===== src/pkg/ptsc_defs.svh =====
// Constants of the pixel tone and sharpening block
`ifndef PTSC_DEFS_SVH
`define PTSC_DEFS_SVH
`define PTSC_PIX_W 10
`define PTSC_PIX_MAX 10'h3FF
`define PTSC_PIX_HALF 10'h200
`define PTSC_THR_MAX 10'h100
`define PTSC_SUM_W 34
`define PTSC_GAIN_DB_MAX 5'h18
`define PTSC_GAIN_DB_RST 5'h00
`define PTSC_BLK_RST 10'h000
`define PTSC_RATIO_ONE 10'h100
`define PTSC_RATIO_MIN 10'h001
`define PTSC_RATIO_MAX 10'h3FF
`define PTSC_GAMMA_RST 8'h40
`define PTSC_GAMMA_FRAC 6
`define PTSC_SHARP_RST 8'h20
`define PTSC_SHARP_MIN 8'hF0
`define PTSC_SHARP_MAX 8'h7F
`define PTSC_SHARP_FRAC 4
`define PTSC_THR_RST 10'h010
`define PTSC_PCT_MUL 25'h0006400
`endif


===== src/pkg/ptsc_pkg.sv =====
// Types of the pixel tone and sharpening block
package ptsc_pkg;
    typedef enum logic [1:0] {PTSC_AUTO_OFF, PTSC_AUTO_ONCE, PTSC_AUTO_CONT}
        ptsc_auto_t;
    typedef enum logic [1:0] {PTSC_BLK_ALL, PTSC_BLK_ANALOG, PTSC_BLK_DIGITAL}
        ptsc_blk_sel_t;
    typedef enum logic {PTSC_RATIO_RED, PTSC_RATIO_BLUE} ptsc_ratio_sel_t;
    typedef enum logic {PTSC_GAIN_ALL} ptsc_gain_sel_t;
    // One frame's worth of processing settings
    typedef struct packed {
        logic [4:0] gain_db;
        logic [9:0] blk_raw;
        logic clamp_en;
        logic [9:0] ratio_red;
        logic [9:0] ratio_blue;
        logic gamma_en;
        logic [7:0] gamma;
        logic sharp_en;
        logic sharp_auto;
        logic [7:0] sharp_amt;
        logic [9:0] sharp_thr;
    } ptsc_cfg_t;
endpackage : ptsc_pkg


===== src/pkg/ptsc_stream_if.sv =====
// Valid/ready word stream between the pixel core and its output buffer
`timescale 1ns/1ps
interface ptsc_stream_if #(parameter int WIDTH = 12);
    logic valid;
    logic ready;
    logic [WIDTH-1:0] data;
    modport src (output valid, output data, input ready);
    modport snk (input valid, input data, output ready);
endinterface : ptsc_stream_if


===== src/rtl/ptsc_buf.sv =====
// Two-entry skid buffer: no word is lost when the receiver stalls
`timescale 1ns/1ps
module ptsc_buf #(
    parameter int WIDTH = 12
) (
    input wire logic sys_clk_in,
    input wire logic rst_n_in,
    ptsc_stream_if.snk up,
    output logic [WIDTH-1:0] data_out,
    output logic valid_out,
    input wire logic ready_in
);
    logic [WIDTH-1:0] head_r;
    logic [WIDTH-1:0] skid_r;
    logic head_v_r;
    logic skid_v_r;
    wire head_free = !head_v_r || ready_in;

    // Ready depends on the skid slot alone, so it is a pure flop
    assign up.ready = !skid_v_r;
    assign data_out = head_r;
    assign valid_out = head_v_r;

    always_ff @(posedge sys_clk_in or negedge rst_n_in)
    begin
        if (!rst_n_in)
        begin
            head_r <= '0;
            skid_r <= '0;
            head_v_r <= 1'b0;
            skid_v_r <= 1'b0;
        end
        else if (head_free)
        begin
            head_v_r <= skid_v_r || up.valid;
            head_r <= skid_v_r ? skid_r : up.data;
            skid_v_r <= 1'b0;
        end
        else if (up.valid && !skid_v_r)
        begin
            skid_v_r <= 1'b1;
            skid_r <= up.data;
        end
    end
endmodule : ptsc_buf


===== src/rtl/ptsc_top.sv =====
// Pixel tone path: black level, gain, white balance, sharpening, gamma
`timescale 1ns/1ps
`include "ptsc_defs.svh"
module ptsc_top import ptsc_pkg::*; (
    input wire logic sys_clk_in,
    input wire logic rst_n_in,
    input wire logic [9:0] pix_in,
    input wire logic pix_sof_in,
    input wire logic pix_eol_in,
    input wire logic pix_valid_in,
    output logic pix_ready_out,
    output logic [9:0] pix_out,
    output logic pix_sof_out,
    output logic pix_eol_out,
    output logic pix_valid_out,
    input wire logic pix_ready_in,
    input wire logic gain_wr_in,
    input wire ptsc_gain_sel_t gain_sel_in,
    input wire logic [4:0] gain_db_in,
    input wire logic gain_auto_wr_in,
    input wire ptsc_auto_t gain_auto_in,
    input wire logic blk_wr_in,
    input wire ptsc_blk_sel_t blk_sel_in,
    input wire logic [9:0] blk_raw_in,
    input wire logic clamp_en_in,
    input wire logic ratio_wr_in,
    input wire ptsc_ratio_sel_t ratio_sel_in,
    input wire logic [9:0] ratio_in,
    input wire logic wb_auto_wr_in,
    input wire ptsc_auto_t wb_auto_in,
    input wire logic tone_wr_in,
    input wire logic gamma_en_in,
    input wire logic [7:0] gamma_in,
    input wire logic sharp_wr_in,
    input wire logic sharp_en_in,
    input wire logic sharp_auto_in,
    input wire logic [7:0] sharp_amt_in,
    input wire logic [9:0] sharp_thr_in,
    output logic [4:0] gain_db_out,
    output ptsc_auto_t gain_auto_out,
    output ptsc_auto_t wb_auto_out,
    output logic [9:0] ratio_out,
    output logic [9:0] blk_raw_out,
    output logic [15:0] blk_pct_out,
    output logic [9:0] sharp_thr_out
);
    // --------------------------------------------------------------
    // Settings: host copy and the copy the current frame uses
    // --------------------------------------------------------------
    ptsc_cfg_t pend_r;
    ptsc_cfg_t act_r;
    ptsc_auto_t gain_mode_r;
    ptsc_auto_t wb_mode_r;
    ptsc_stream_if #(.WIDTH(12)) core ();

    wire accept = pix_valid_in && core.ready;
    wire frame_start = accept && pix_sof_in;
    logic seen_r;
    wire frame_end = frame_start && seen_r;

    // Statistics of the frame in flight, judged at the next start
    logic [9:0] fmax_r;
    logic [9:0] fmin_r;
    logic [9:0] dark_r;
    logic [9:0] noise_r;
    logic [9:0] noise_frame_r;
    logic [`PTSC_SUM_W-1:0] sum_r_r;
    logic [`PTSC_SUM_W-1:0] sum_g_r;
    logic [`PTSC_SUM_W-1:0] sum_b_r;
    logic odd_col_r;
    logic odd_row_r;
    logic [9:0] hist1_r;
    logic [9:0] hist2_r;

    wire gain_auto_step = frame_end && gain_mode_r != PTSC_AUTO_OFF;
    wire gain_up = fmax_r < `PTSC_PIX_HALF &&
        pend_r.gain_db < `PTSC_GAIN_DB_MAX;
    wire gain_down = fmax_r == `PTSC_PIX_MAX && pend_r.gain_db != 5'h00;
    wire wb_auto_step = frame_end && wb_mode_r != PTSC_AUTO_OFF;
    // Green sites are twice as many as red or blue sites
    wire [`PTSC_SUM_W:0] sum_r2 = {sum_r_r, 1'b0};
    wire [`PTSC_SUM_W:0] sum_b2 = {sum_b_r, 1'b0};
    wire [`PTSC_SUM_W:0] sum_g1 = {1'b0, sum_g_r};
    wire red_lo = sum_r2 < sum_g1 && pend_r.ratio_red != `PTSC_RATIO_MAX;
    wire red_hi = sum_r2 > sum_g1 && pend_r.ratio_red != `PTSC_RATIO_MIN;
    wire blue_lo = sum_b2 < sum_g1 && pend_r.ratio_blue != `PTSC_RATIO_MAX;
    wire blue_hi = sum_b2 > sum_g1 && pend_r.ratio_blue != `PTSC_RATIO_MIN;
    wire [4:0] gain_wr_val = gain_db_in > `PTSC_GAIN_DB_MAX ?
        `PTSC_GAIN_DB_MAX : gain_db_in;

    always_ff @(posedge sys_clk_in or negedge rst_n_in)
    begin
        if (!rst_n_in)
        begin
            pend_r <= '{gain_db: `PTSC_GAIN_DB_RST, blk_raw: `PTSC_BLK_RST,
                clamp_en: 1'b0, ratio_red: `PTSC_RATIO_ONE,
                ratio_blue: `PTSC_RATIO_ONE, gamma_en: 1'b0,
                gamma: `PTSC_GAMMA_RST, sharp_en: 1'b0, sharp_auto: 1'b0,
                sharp_amt: `PTSC_SHARP_RST, sharp_thr: `PTSC_THR_RST};
            gain_mode_r <= PTSC_AUTO_OFF;
            wb_mode_r <= PTSC_AUTO_OFF;
        end
        else
        begin
            if (gain_auto_step && gain_up)
                pend_r.gain_db <= pend_r.gain_db + 5'h01;
            else if (gain_auto_step && gain_down)
                pend_r.gain_db <= pend_r.gain_db - 5'h01;
            if (gain_wr_in && gain_sel_in == PTSC_GAIN_ALL)
                pend_r.gain_db <= gain_wr_val;
            if (gain_auto_wr_in)
                gain_mode_r <= gain_auto_in;
            else if (gain_auto_step && gain_mode_r == PTSC_AUTO_ONCE)
                gain_mode_r <= PTSC_AUTO_OFF;
            if (blk_wr_in && blk_sel_in == PTSC_BLK_ALL)
                pend_r.blk_raw <= blk_raw_in;
            if (wb_auto_step && red_lo)
                pend_r.ratio_red <= pend_r.ratio_red + 10'h001;
            else if (wb_auto_step && red_hi)
                pend_r.ratio_red <= pend_r.ratio_red - 10'h001;
            if (wb_auto_step && blue_lo)
                pend_r.ratio_blue <= pend_r.ratio_blue + 10'h001;
            else if (wb_auto_step && blue_hi)
                pend_r.ratio_blue <= pend_r.ratio_blue - 10'h001;
            if (ratio_wr_in && ratio_sel_in == PTSC_RATIO_RED)
                pend_r.ratio_red <= ratio_in;
            if (ratio_wr_in && ratio_sel_in == PTSC_RATIO_BLUE)
                pend_r.ratio_blue <= ratio_in;
            if (wb_auto_wr_in)
                wb_mode_r <= wb_auto_in;
            else if (wb_auto_step && wb_mode_r == PTSC_AUTO_ONCE)
                wb_mode_r <= PTSC_AUTO_OFF;
            if (tone_wr_in)
            begin
                pend_r.clamp_en <= clamp_en_in;
                pend_r.gamma_en <= gamma_en_in;
                pend_r.gamma <= gamma_in;
            end
            if (sharp_wr_in)
            begin
                pend_r.sharp_en <= sharp_en_in;
                pend_r.sharp_auto <= sharp_auto_in;
                pend_r.sharp_amt <= sharp_amt_in;
                pend_r.sharp_thr <= sharp_thr_in;
            end
        end
    end

    // --------------------------------------------------------------
    // Pixel arithmetic, all combinational on the accepted pixel
    // --------------------------------------------------------------
    wire odd_col = pix_sof_in ? 1'b0 : odd_col_r;
    wire odd_row = pix_sof_in ? 1'b0 : odd_row_r;
    wire site_red = !odd_row && !odd_col;
    wire site_blue = odd_row && odd_col;
    wire ptsc_cfg_t cfg = pix_sof_in ? pend_r : act_r;

    // Black level offset, with optional dark current removal
    wire [9:0] dark_sub = cfg.clamp_en ? dark_r : 10'h000;
    wire signed [12:0] blk_sum = $signed({3'b000, pix_in}) -
        $signed({3'b000, dark_sub}) + $signed({3'b000, cfg.blk_raw});
    wire [9:0] blk_pix = blk_sum < 0 ? 10'h000 :
        blk_sum > 13'sh03FF ? `PTSC_PIX_MAX : blk_sum[9:0];

    // dB to linear: 2^(dB/6) as a Q8 fraction shifted by whole octaves
    logic [12:0] gain_lin;
    wire [2:0] gain_oct = 3'(cfg.gain_db / 5'h06);
    wire [2:0] gain_step = 3'(cfg.gain_db % 5'h06);
    always_comb
    begin
        case (gain_step)
            3'h0: gain_lin = 13'h0100;
            3'h1: gain_lin = 13'h011F;
            3'h2: gain_lin = 13'h0143;
            3'h3: gain_lin = 13'h016A;
            3'h4: gain_lin = 13'h0196;
            default: gain_lin = 13'h01C8;
        endcase
    end
    wire [12:0] gain_scale = gain_lin << gain_oct;
    wire [22:0] gain_prod = 23'(blk_pix) * 23'(gain_scale);
    wire [9:0] gain_pix = gain_prod[22:18] != 5'h00 ? `PTSC_PIX_MAX :
        gain_prod[17:8];

    // Colour ratios relative to green, Q2.8
    wire [9:0] ratio = site_red ? cfg.ratio_red :
        site_blue ? cfg.ratio_blue : `PTSC_RATIO_ONE;
    wire [19:0] wb_prod = 20'(gain_pix) * 20'(ratio);
    wire [9:0] wb_pix = wb_prod[19:18] != 2'h0 ? `PTSC_PIX_MAX :
        wb_prod[17:8];

    // Sharpening against the two previous pixels of the line
    wire signed [11:0] nb_avg = $signed({2'b00, 10'((11'(hist1_r) +
        11'(hist2_r)) >> 1)});
    wire signed [11:0] diff = $signed({2'b00, wb_pix}) - nb_avg;
    wire [11:0] abs_diff = diff < 0 ? 12'(-diff) : 12'(diff);
    wire [9:0] thr_raw = cfg.sharp_auto ? noise_frame_r :
        cfg.sharp_thr;
    wire [9:0] thr_eff = thr_raw > `PTSC_THR_MAX ? `PTSC_THR_MAX :
        thr_raw;
    wire signed [7:0] amt_raw = $signed(cfg.sharp_amt);
    wire signed [7:0] amt = amt_raw < $signed(`PTSC_SHARP_MIN) ?
        $signed(`PTSC_SHARP_MIN) : amt_raw > $signed(`PTSC_SHARP_MAX) ?
        $signed(`PTSC_SHARP_MAX) : amt_raw;
    wire signed [19:0] corr = (20'(diff) * 20'(amt)) >>>
        `PTSC_SHARP_FRAC;
    wire sharp_hit = cfg.sharp_en && !pix_sof_in &&
        abs_diff > 12'(thr_eff);
    wire signed [19:0] sharp_sum = $signed({10'h000, wb_pix}) + corr;
    wire [9:0] sharp_pix = !sharp_hit ? wb_pix :
        sharp_sum < 0 ? 10'h000 :
        sharp_sum > 20'sh003FF ? `PTSC_PIX_MAX : sharp_sum[9:0];

    // Gamma as 2^(gamma * log2 p) with piecewise-linear log and exp
    logic [3:0] msb;
    always_comb
    begin
        msb = 4'h0;
        for (int i = 0; i < 10; i++)
            if (sharp_pix[i])
                msb = 4'(i);
    end
    wire [9:0] mant = sharp_pix << (4'h9 - msb);
    wire signed [25:0] g_log = $signed({22'h0, msb} - 26'h00000A) * 26'sh400
        + $signed({15'h0, mant[8:0], 1'b0});
    wire signed [25:0] g_prod = (g_log * $signed({18'h0, cfg.gamma}))
        >>> `PTSC_GAMMA_FRAC;
    wire signed [25:0] g_neg = -(g_prod >>> 10);
    wire [10:0] g_lin = {1'b1, g_prod[9:0]};
    wire [10:0] g_exp = g_neg > 26'sd11 ? 11'h000 : g_lin >> g_neg[3:0];
    wire [9:0] gam_pix = sharp_pix == 10'h000 ? 10'h000 :
        g_exp[10] ? `PTSC_PIX_MAX : g_exp[9:0];
    wire [9:0] out_pix = cfg.gamma_en ? gam_pix : sharp_pix;

    assign core.valid = pix_valid_in;
    assign core.data = {pix_eol_in, pix_sof_in, out_pix};

    // --------------------------------------------------------------
    // Frame position, history and statistics
    // --------------------------------------------------------------
    wire [9:0] abs_d10 = abs_diff > 12'h3FF ? `PTSC_PIX_MAX : abs_diff[9:0];

    always_ff @(posedge sys_clk_in or negedge rst_n_in)
    begin
        if (!rst_n_in)
        begin
            act_r <= '{gain_db: `PTSC_GAIN_DB_RST, blk_raw: `PTSC_BLK_RST,
                clamp_en: 1'b0, ratio_red: `PTSC_RATIO_ONE,
                ratio_blue: `PTSC_RATIO_ONE, gamma_en: 1'b0,
                gamma: `PTSC_GAMMA_RST, sharp_en: 1'b0, sharp_auto: 1'b0,
                sharp_amt: `PTSC_SHARP_RST, sharp_thr: `PTSC_THR_RST};
            seen_r <= 1'b0;
            odd_col_r <= 1'b0;
            odd_row_r <= 1'b0;
            hist1_r <= '0;
            hist2_r <= '0;
            fmax_r <= '0;
            fmin_r <= `PTSC_PIX_MAX;
            dark_r <= '0;
            noise_r <= '0;
            noise_frame_r <= '0;
            sum_r_r <= '0;
            sum_g_r <= '0;
            sum_b_r <= '0;
        end
        else if (accept)
        begin
            if (pix_sof_in)
            begin
                act_r <= pend_r;
                seen_r <= 1'b1;
            end
            if (frame_end)
            begin
                dark_r <= fmin_r;
                noise_frame_r <= noise_r;
            end
            odd_col_r <= pix_eol_in ? 1'b0 : !odd_col;
            odd_row_r <= pix_eol_in ? !odd_row : odd_row;
            // A line start has no left neighbours: seed with itself
            hist1_r <= pix_eol_in ? 10'h000 : wb_pix;
            hist2_r <= pix_eol_in ? 10'h000 :
                (pix_sof_in || odd_col == 1'b0 && hist1_r == 10'h000) ?
                wb_pix : hist1_r;
            fmax_r <= (pix_sof_in || gain_pix > fmax_r) ? gain_pix : fmax_r;
            fmin_r <= (pix_sof_in || pix_in < fmin_r) ? pix_in : fmin_r;
            if (abs_d10 > noise_r)
                noise_r <= noise_r + 10'h001;
            else if (abs_d10 < noise_r)
                noise_r <= noise_r - 10'h001;
            sum_r_r <= (pix_sof_in ? '0 : sum_r_r) +
                (site_red ? `PTSC_SUM_W'(wb_pix) : '0);
            sum_b_r <= (pix_sof_in ? '0 : sum_b_r) +
                (site_blue ? `PTSC_SUM_W'(wb_pix) : '0);
            sum_g_r <= (pix_sof_in ? '0 : sum_g_r) +
                (!site_red && !site_blue ? `PTSC_SUM_W'(wb_pix) : '0);
        end
    end

    // --------------------------------------------------------------
    // Status read-back
    // --------------------------------------------------------------
    wire [9:0] blk_analog = pend_r.blk_raw >> 1;
    wire [9:0] blk_digital = pend_r.blk_raw - blk_analog;
    wire [9:0] blk_sel_val = blk_sel_in == PTSC_BLK_ANALOG ? blk_analog :
        blk_sel_in == PTSC_BLK_DIGITAL ? blk_digital : pend_r.blk_raw;
    wire [24:0] pct_prod = 25'(blk_sel_val) * `PTSC_PCT_MUL;
    wire [9:0] thr_show = act_r.sharp_auto ? noise_frame_r : act_r.sharp_thr;

    always_ff @(posedge sys_clk_in or negedge rst_n_in)
    begin
        if (!rst_n_in)
        begin
            gain_db_out <= `PTSC_GAIN_DB_RST;
            gain_auto_out <= PTSC_AUTO_OFF;
            wb_auto_out <= PTSC_AUTO_OFF;
            ratio_out <= `PTSC_RATIO_ONE;
            blk_raw_out <= `PTSC_BLK_RST;
            blk_pct_out <= '0;
            sharp_thr_out <= `PTSC_THR_RST;
        end
        else
        begin
            gain_db_out <= pend_r.gain_db;
            gain_auto_out <= gain_mode_r;
            wb_auto_out <= wb_mode_r;
            ratio_out <= ratio_sel_in == PTSC_RATIO_BLUE ?
                pend_r.ratio_blue : pend_r.ratio_red;
            blk_raw_out <= blk_sel_val;
            blk_pct_out <= pct_prod[24:9];
            sharp_thr_out <= thr_show > `PTSC_THR_MAX ? `PTSC_THR_MAX :
                thr_show;
        end
    end

    // --------------------------------------------------------------
    // Output buffer
    // --------------------------------------------------------------
    ptsc_buf #(.WIDTH(12)) u_buf (
        .sys_clk_in(sys_clk_in),
        .rst_n_in(rst_n_in),
        .up(core),
        .data_out({pix_eol_out, pix_sof_out, pix_out}),
        .valid_out(pix_valid_out),
        .ready_in(pix_ready_in)
    );
    assign pix_ready_out = core.ready;
endmodule : ptsc_top


===== config.mk =====
export PLATFORM = sky130hd
export DESIGN_NAME = ptsc_top
export DESIGN_NICKNAME = d
export VERILOG_FILES = /design/src/pkg/ptsc_pkg.sv /design/src/pkg/ptsc_stream_if.sv /design/src/rtl/ptsc_buf.sv /design/src/rtl/ptsc_top.sv
export VERILOG_INCLUDE_DIRS = /design/src /design/src/pkg
export SDC_FILE = /design/constraint.sdc
export NUM_CORES = 2
export LEC_CHECK = 0
export ABC_AREA = 1
export ABC_CLOCK_PERIOD_IN_PS = 56900
export BUFFER_PORTS_ARGS = -buffer_cell sky130_fd_sc_hd__buf_2
export CORE_MARGIN = 3
export CORE_UTILIZATION = 60
export DETAILED_ROUTE_END_ITERATION = 10
export GPL_TIMING_DRIVEN = 1
export PLACE_DENSITY = 0.78
export SLEW_MARGIN = 20
export SYNTH_ARGS = -nofsm -noshare
export SYNTH_HDL_FRONTEND = slang
export SYNTH_SLANG_ARGS = --single-unit

===== constraint.sdc =====
create_clock -name sys_clk_in -period 56.9 [get_ports sys_clk_in]
set_input_delay 11.38 -clock sys_clk_in [delete_from_list [all_inputs] [get_ports sys_clk_in]]
set_output_delay 11.38 -clock sys_clk_in [all_outputs]
set_load 0.02 [all_outputs]

After elaboration in Yosys (flattened, before gate mapping)
Cells that the tools add are included.

Register bits after elaboration: 389. Input port bits: 86. Output and inout port bits: 69. Logic and storage cells: 251.

Shift operators: 3. Reduce and logical (&&, ||, !) cells: 63. Divide/modulo/power cells: 2. Order comparisons: 23. Equal/unequal tests: 13. Bitwise gates (word level): 4. Add/sub/neg operators: 22. Multiply operators: 5. Mux-type cells: 68.

Operators by type and width (number): 2-to-1 mux 10 bit (35); adder 34 x 10 -> 34 bit (3); 2-to-1 mux 34 bit (3); > comparator 35 x 34 -> 1 bit (2); less-than comparator 35 x 34 -> 1 bit (2); 2-to-1 mux 65 bit (1); case mux 8 bit (5 select lines) (1); 2-to-1 mux 4 bit (8); adder 10 x 1 -> 10 bit, second input constant (3); subtractor 10 x 1 -> 10 bit, second input constant (3); logical AND 1 bit (29); > comparator 26 x 5 -> 1 bit, second input constant (1); negation 9 -> 26 bit (1); multiplier 16 x 9 -> 25 bit (1); 2-to-1 mux 12 bit (2); multiplier 10 x 13 -> 23 bit (1); subtractor 10 x 10 -> 11 bit (2); > comparator 10 bit (2); > comparator 10 x 9 -> 1 bit, second input constant (2); logical NOT 10 bit (2); less-than comparator 10 bit (2); multiplier 10 x 10 -> 20 bit (1); 2-to-1 mux 5 bit (4); inequality test 10 x 1 -> 1 bit, second input constant (2); 49 further kinds (90).

Longest topological paths before layout
Word-level depth: 40. Depth in mapped cells: 187. Depth with buffers taken out: 185.

Cells and area by module
Synthesis repeated with hierarchy kept, for this count alone.

Cell total of the unflattened synthesis: 5529. Area, all modules: 42000.3 um2.

By module, submodules not included: ptsc_top (area an instance 40747.8 um2, sequential area each 9036.2 um2, cells an instance 5376, times used 1); ptsc_buf (area an instance 1252.5 um2, sequential area each 650.6 um2, cells an instance 153, times used 1).

Least setup slack after synthesis
Ideal clock, no wire load.

Path type: input to register. From: input pix_sof_in. To: register u_buf.head_r[3] (netlist: u_buf.data_out[3]). Setup time: 0.065 ns. Buffers on the path: 11. Cell stages on the path: 171. Arrival time: 39.662 ns. Path slack: 17.173 ns. Data required time: 56.835 ns. Path through: buf_6 buf_6 buf_6 clkbuf_1 clkbuf_1 buf_1 nand2_1 o21ai_0 clkinv_1 nand2_1 inv_1 fa_1 nand3b_1 and2_1 inv_1 a21oi_1 nor2_1 nor2_1 (+135 left out) a21oi_1 o21bai_1 a21oi_1 nor2_1 nor2_1 xor2_1 nor3_1 nor3b_1 nand2_1 ha_1 nand3b_1 a21oi_2 nand3_2 o21bai_4 nand3_2 nand3_1 nand2_1 nand2_1.

Word-level cells in the longest chain between the ends: 40. Elaborated cells on any way between the ends: 76. Those cells by class: 9 x add/sub; 4 x mul; 2 x div; 10 x order compare; 4 x eq/ne; 3 x shift; 33 x mux; 11 x reduce/logical.

RTL lines: start, declared (RTL line ptsc_top.sv:8) `input wire logic pix_sof_in,`; parallel branches: the longest is 38 deep, another holds multiplier 10 x 13 -> 23 bit; 2-to-1 mux 10 bit * (RTL line ptsc_top.sv:233) `wire [9:0] out_pix = cfg.gamma_en ? gam_pix : sharp_pix;`; 2-to-1 mux 12 bit * (RTL line ptsc_buf.sv:36) `head_r <= skid_v_r ? skid_r : up.data;`; end signal, assigned (RTL line ptsc_buf.sv:36); end, declared (RTL line ptsc_buf.sv:13) `logic [WIDTH-1:0] head_r;`.

Every way passes the cells marked *. A chain may end at the register's enable or synchronous reset.

Worst setup path in the final report
From: input pix_sof_in. To: register u_buf.head_r[0] (netlist: u_buf.data_out[0]).

Same word-level chain as after synthesis.

==> impl_metrics.ini <==
[outcome]
status = complete, no violations

[clock_network]
clkSlewWorstSetupHoldPaths_ps = 60
hold_buffers = 0
cts_tree = done
ctsResizeCount = 0
clk_path_buf_depth = 3
cts_root_buffer = clkbuf_16
cts_sinks = 386
htree_levels = 2
cts-buffers-inserted = 46
post-cts-setup-buffers = 0
insertion_delay_ps = 600

[placement]
dp_cells = 6534
hpwl_um = 85700
port_buffers = 153
place_congestion = 0.959
post_dp_cell_area_um2 = 43800

[floorplan]
rows = 96
dieArea_um2 = 73600
design.core.area_um2 = 69200
io_pins = 155
start_util_pct = 61.0
chipWidth_um = 271
dieHeight_um = 271

[synth]
synth_top_family_by_area = adder cells
yosysTopAreaCell = dfrtp_1
synth-seq-cells = 386
synth_xor_area_share_pct = 4.55
syn_area_um2 = 42200
synth-compound-area-share_pct = 11.5
seq_area_frac_synth_pct = 22.9
synth-edff-count = 0
synthArstFlopShare_pct = 100
synthTopCellsByArea = dfrtp_1 22%, fa_1 16%, ha_1 13%
synth.avg_cell_area_um2 = 7.59
synthAdderAreaFrac_pct = 28.6
synthDistinctLibCells = 71
yosysWarnings = 0
synth-simple-area-share_pct = 21.0
muxShareOfSynthArea_pct = 0.231
yosys.area.top_type_share_pct = 21.6
synthCells = 5562
synth_flop_cell = dfrtp_1

[setup_path]
cp-end-kind = flip-flop
cpPeakStageDelay_ps = 630
worst_ep_required_time_ps = 57420
worst_setup_path_start_kind = primary input
critPathArrivalTime_ps = 43040
critical_path.most_common_cell = inv_1
crit_fanout = 43
timing_worst_setup_path_type = in -> reg
crit_path_top_delay_cell = o21ai_0

[routing]
dr.pass1.iters = 6
via_per_inst = 5.53
drt_wl_total_um = 109000
drc = 0
post_drt_wl_per_cell_um = 16.4
drt_iter0_markers = 2954
vias = 36589
ant_nets = 0

[timing]
worst_pin_slew_ps = 1140
setup_tns_ps = 0
max_freq_ghz = 0.0235
maxSlewViolCount = 0
timing.final.crit_period_ps = 42510
period_share_pct = 74.7
relSlewSlack_pct = 23.4
fin_skew_ps = 21.9
hold_viol = 0
setup_viol = 0
grt_setup_unrepaired = false

[layout]
drive_above_1_share_pct = 7.35
syn_to_final_growth_pct = 7.45
final_cells = 6618
fin_nets = 6507
design_area_um2 = 45400
final_util_pct = 65.6
n_antenna_cell = 0

[global_routing]
grt_pass1_wl_um = 183000
grt.busiest_layer = met2
met1_usage_pct = 40.0
grt_pass1_vias = 36921
overflow = 0
grt_max_degree = 183
grt_antenna_before_repair = 0
grtUsageMet3_pct = 4.29
grt_use_total_pct = 30.0
use_met2_pct = 50.5

[job]
cap_violations = 0

[hold_path]
hold_path_class = reg -> reg
worst max-delay path: cells and delay by family:
kind	cells	cell delay (ps)
XOR/XNOR	5	860
AND/OR/NAND/NOR	53	6910
buffers and inverters	35	3840
AO/OA/AOI/OAI	39	7140
adder cells (fa/ha/maj)	29	12880
path summary, 6_finish.rpt:
kind | slack (ps) | start | end | cells past startpoint
min in group asynchronous | 10790 | rst_n_in | pend_r[44] | 1
setup reg to reg | 25070 | pend_r[49] | u_buf.data_out[0] | 161
max in group asynchronous | 43780 | rst_n_in | blk_pct_out[13] | 3
hold reg to reg | 420 | wb_mode_r[0] | wb_auto_out[0] | 0
setup / recovery | 14390 | pix_sof_in | u_buf.data_out[0] | 161
hold / removal | 420 | wb_mode_r[0] | wb_auto_out[0] | 0
routing by layer:
| metal | up-vias | share of wire, % |
|---|---|---|
| met5 | - | 0 |
| met3 | 240 | 6.6 |
| met4 | 0 | 3.5 |
| li1 | 17684 | - |
| met1 | 17470 | 42 |
| met2 | 1195 | 47 |
through the flow:
stage,setup WS [ps],hold WS [ps]
2_1_floorplan,17170,363
3_3_place_gp,14490,372
3_5_place_dp,14100,390
4_1_cts,14600,421
5_1_grt,11260,444
6_report,14390,423
cell usage in the layout, fill, tap and decap left out, drive strengths merged, types with 4 or more instances in the layout:
| cell | count |
|---|---|
| nand2 | 1211 |
| inv | 1079 |
| nor2 | 529 |
| ha | 443 |
| o21ai | 418 |
| dfrtp | 364 |
| fa | 327 |
| a21oi | 245 |
| nand3 | 185 |
| buf | 178 |
| xor2 | 134 |
| xnor2 | 83 |
| clkbuf | 60 |
| nor3 | 58 |
| nand4 | 51 |
| o21bai | 33 |
| a31oi | 29 |
| o211ai | 27 |
| o22ai | 25 |
| clkinv | 24 |
| dfstp | 22 |
| nor4 | 20 |
| o21a | 18 |
| o221ai | 15 |
| or2 | 15 |
| a21o | 10 |
| nand3b | 9 |
| and2 | 7 |
| a211oi | 7 |
| a221oi | 6 |
| mux2 | 6 |
| a22o | 6 |
| o31ai | 5 |
| nor3b | 4 |
| o2111ai | 4 |
| clkinvlp | 4 |
| bufinv | 4 |
flip-flops by register name, indices dropped and copies added (netlist names), 10 cells and up, named ones only:
name	flops
act_r	64
sum_b_r	34
hist2_r	10
hist1_r	10
noise_frame_r	10
noise_r	10
u_buf.data_out	12
fmin_r	10
sharp_thr_out	10
blk_raw_out	10
fmax_r	10
ratio_out	10
sum_g_r	34
u_buf.skid_r	12
dark_r	10
pend_r	56
sum_r_r	34
blk_pct_out	12
cell usage after synthesis (8+ instances only):
library cell / count
a31oi_1: 29
buf_4: 12
dfrtp_1: 364
nor4_1: 20
nor2_4: 8
inv_1: 1062
ha_1: 443
nand3_2: 20
xor2_1: 133
clkinv_1: 12
nand2_1: 1168
o21ai_0: 398
or2_2: 15
nand3b_1: 9
xnor2_1: 83
o211ai_1: 27
o21bai_1: 31
a21oi_1: 242
inv_2: 10
o22ai_1: 25
nor3_1: 56
nand2_2: 37
o21a_1: 18
nand4_1: 49
fa_1: 327
nor2_1: 514
a21o_1: 10
o221ai_1: 15
buf_1: 11
nand3_1: 161
o21ai_1: 14
clkbuf_1: 106
dfstp_2: 22
logic make-up (layout without fill, tap and decap cells):
logic type                 Yosys count  in the layout
AOI/OAI and AO/OA                  859            859
xor gates and xnor gates           217            217
adders and majority gates          770            770
buffers and inverters             1225           1349
DFF                                386            386
muxes                                9              9
other                                2              3
and+or+nand+nor                   2094           2094
area by class of cell:
class                           instances  area [um2]
Clock buffer                           60        1300
Timing Repair Buffer                  178         978
Inverter                             1087        4100
Tap cell                              931        1160
Multi-Input combinational cell       3952       27800
Fill cell                            5958       23800
Clock inverter                         24         285
Sequential cell                       386        9690
Power is not shown: default switching activity piles up to over one toggle a cycle in this logic, so the estimate is an artifact.
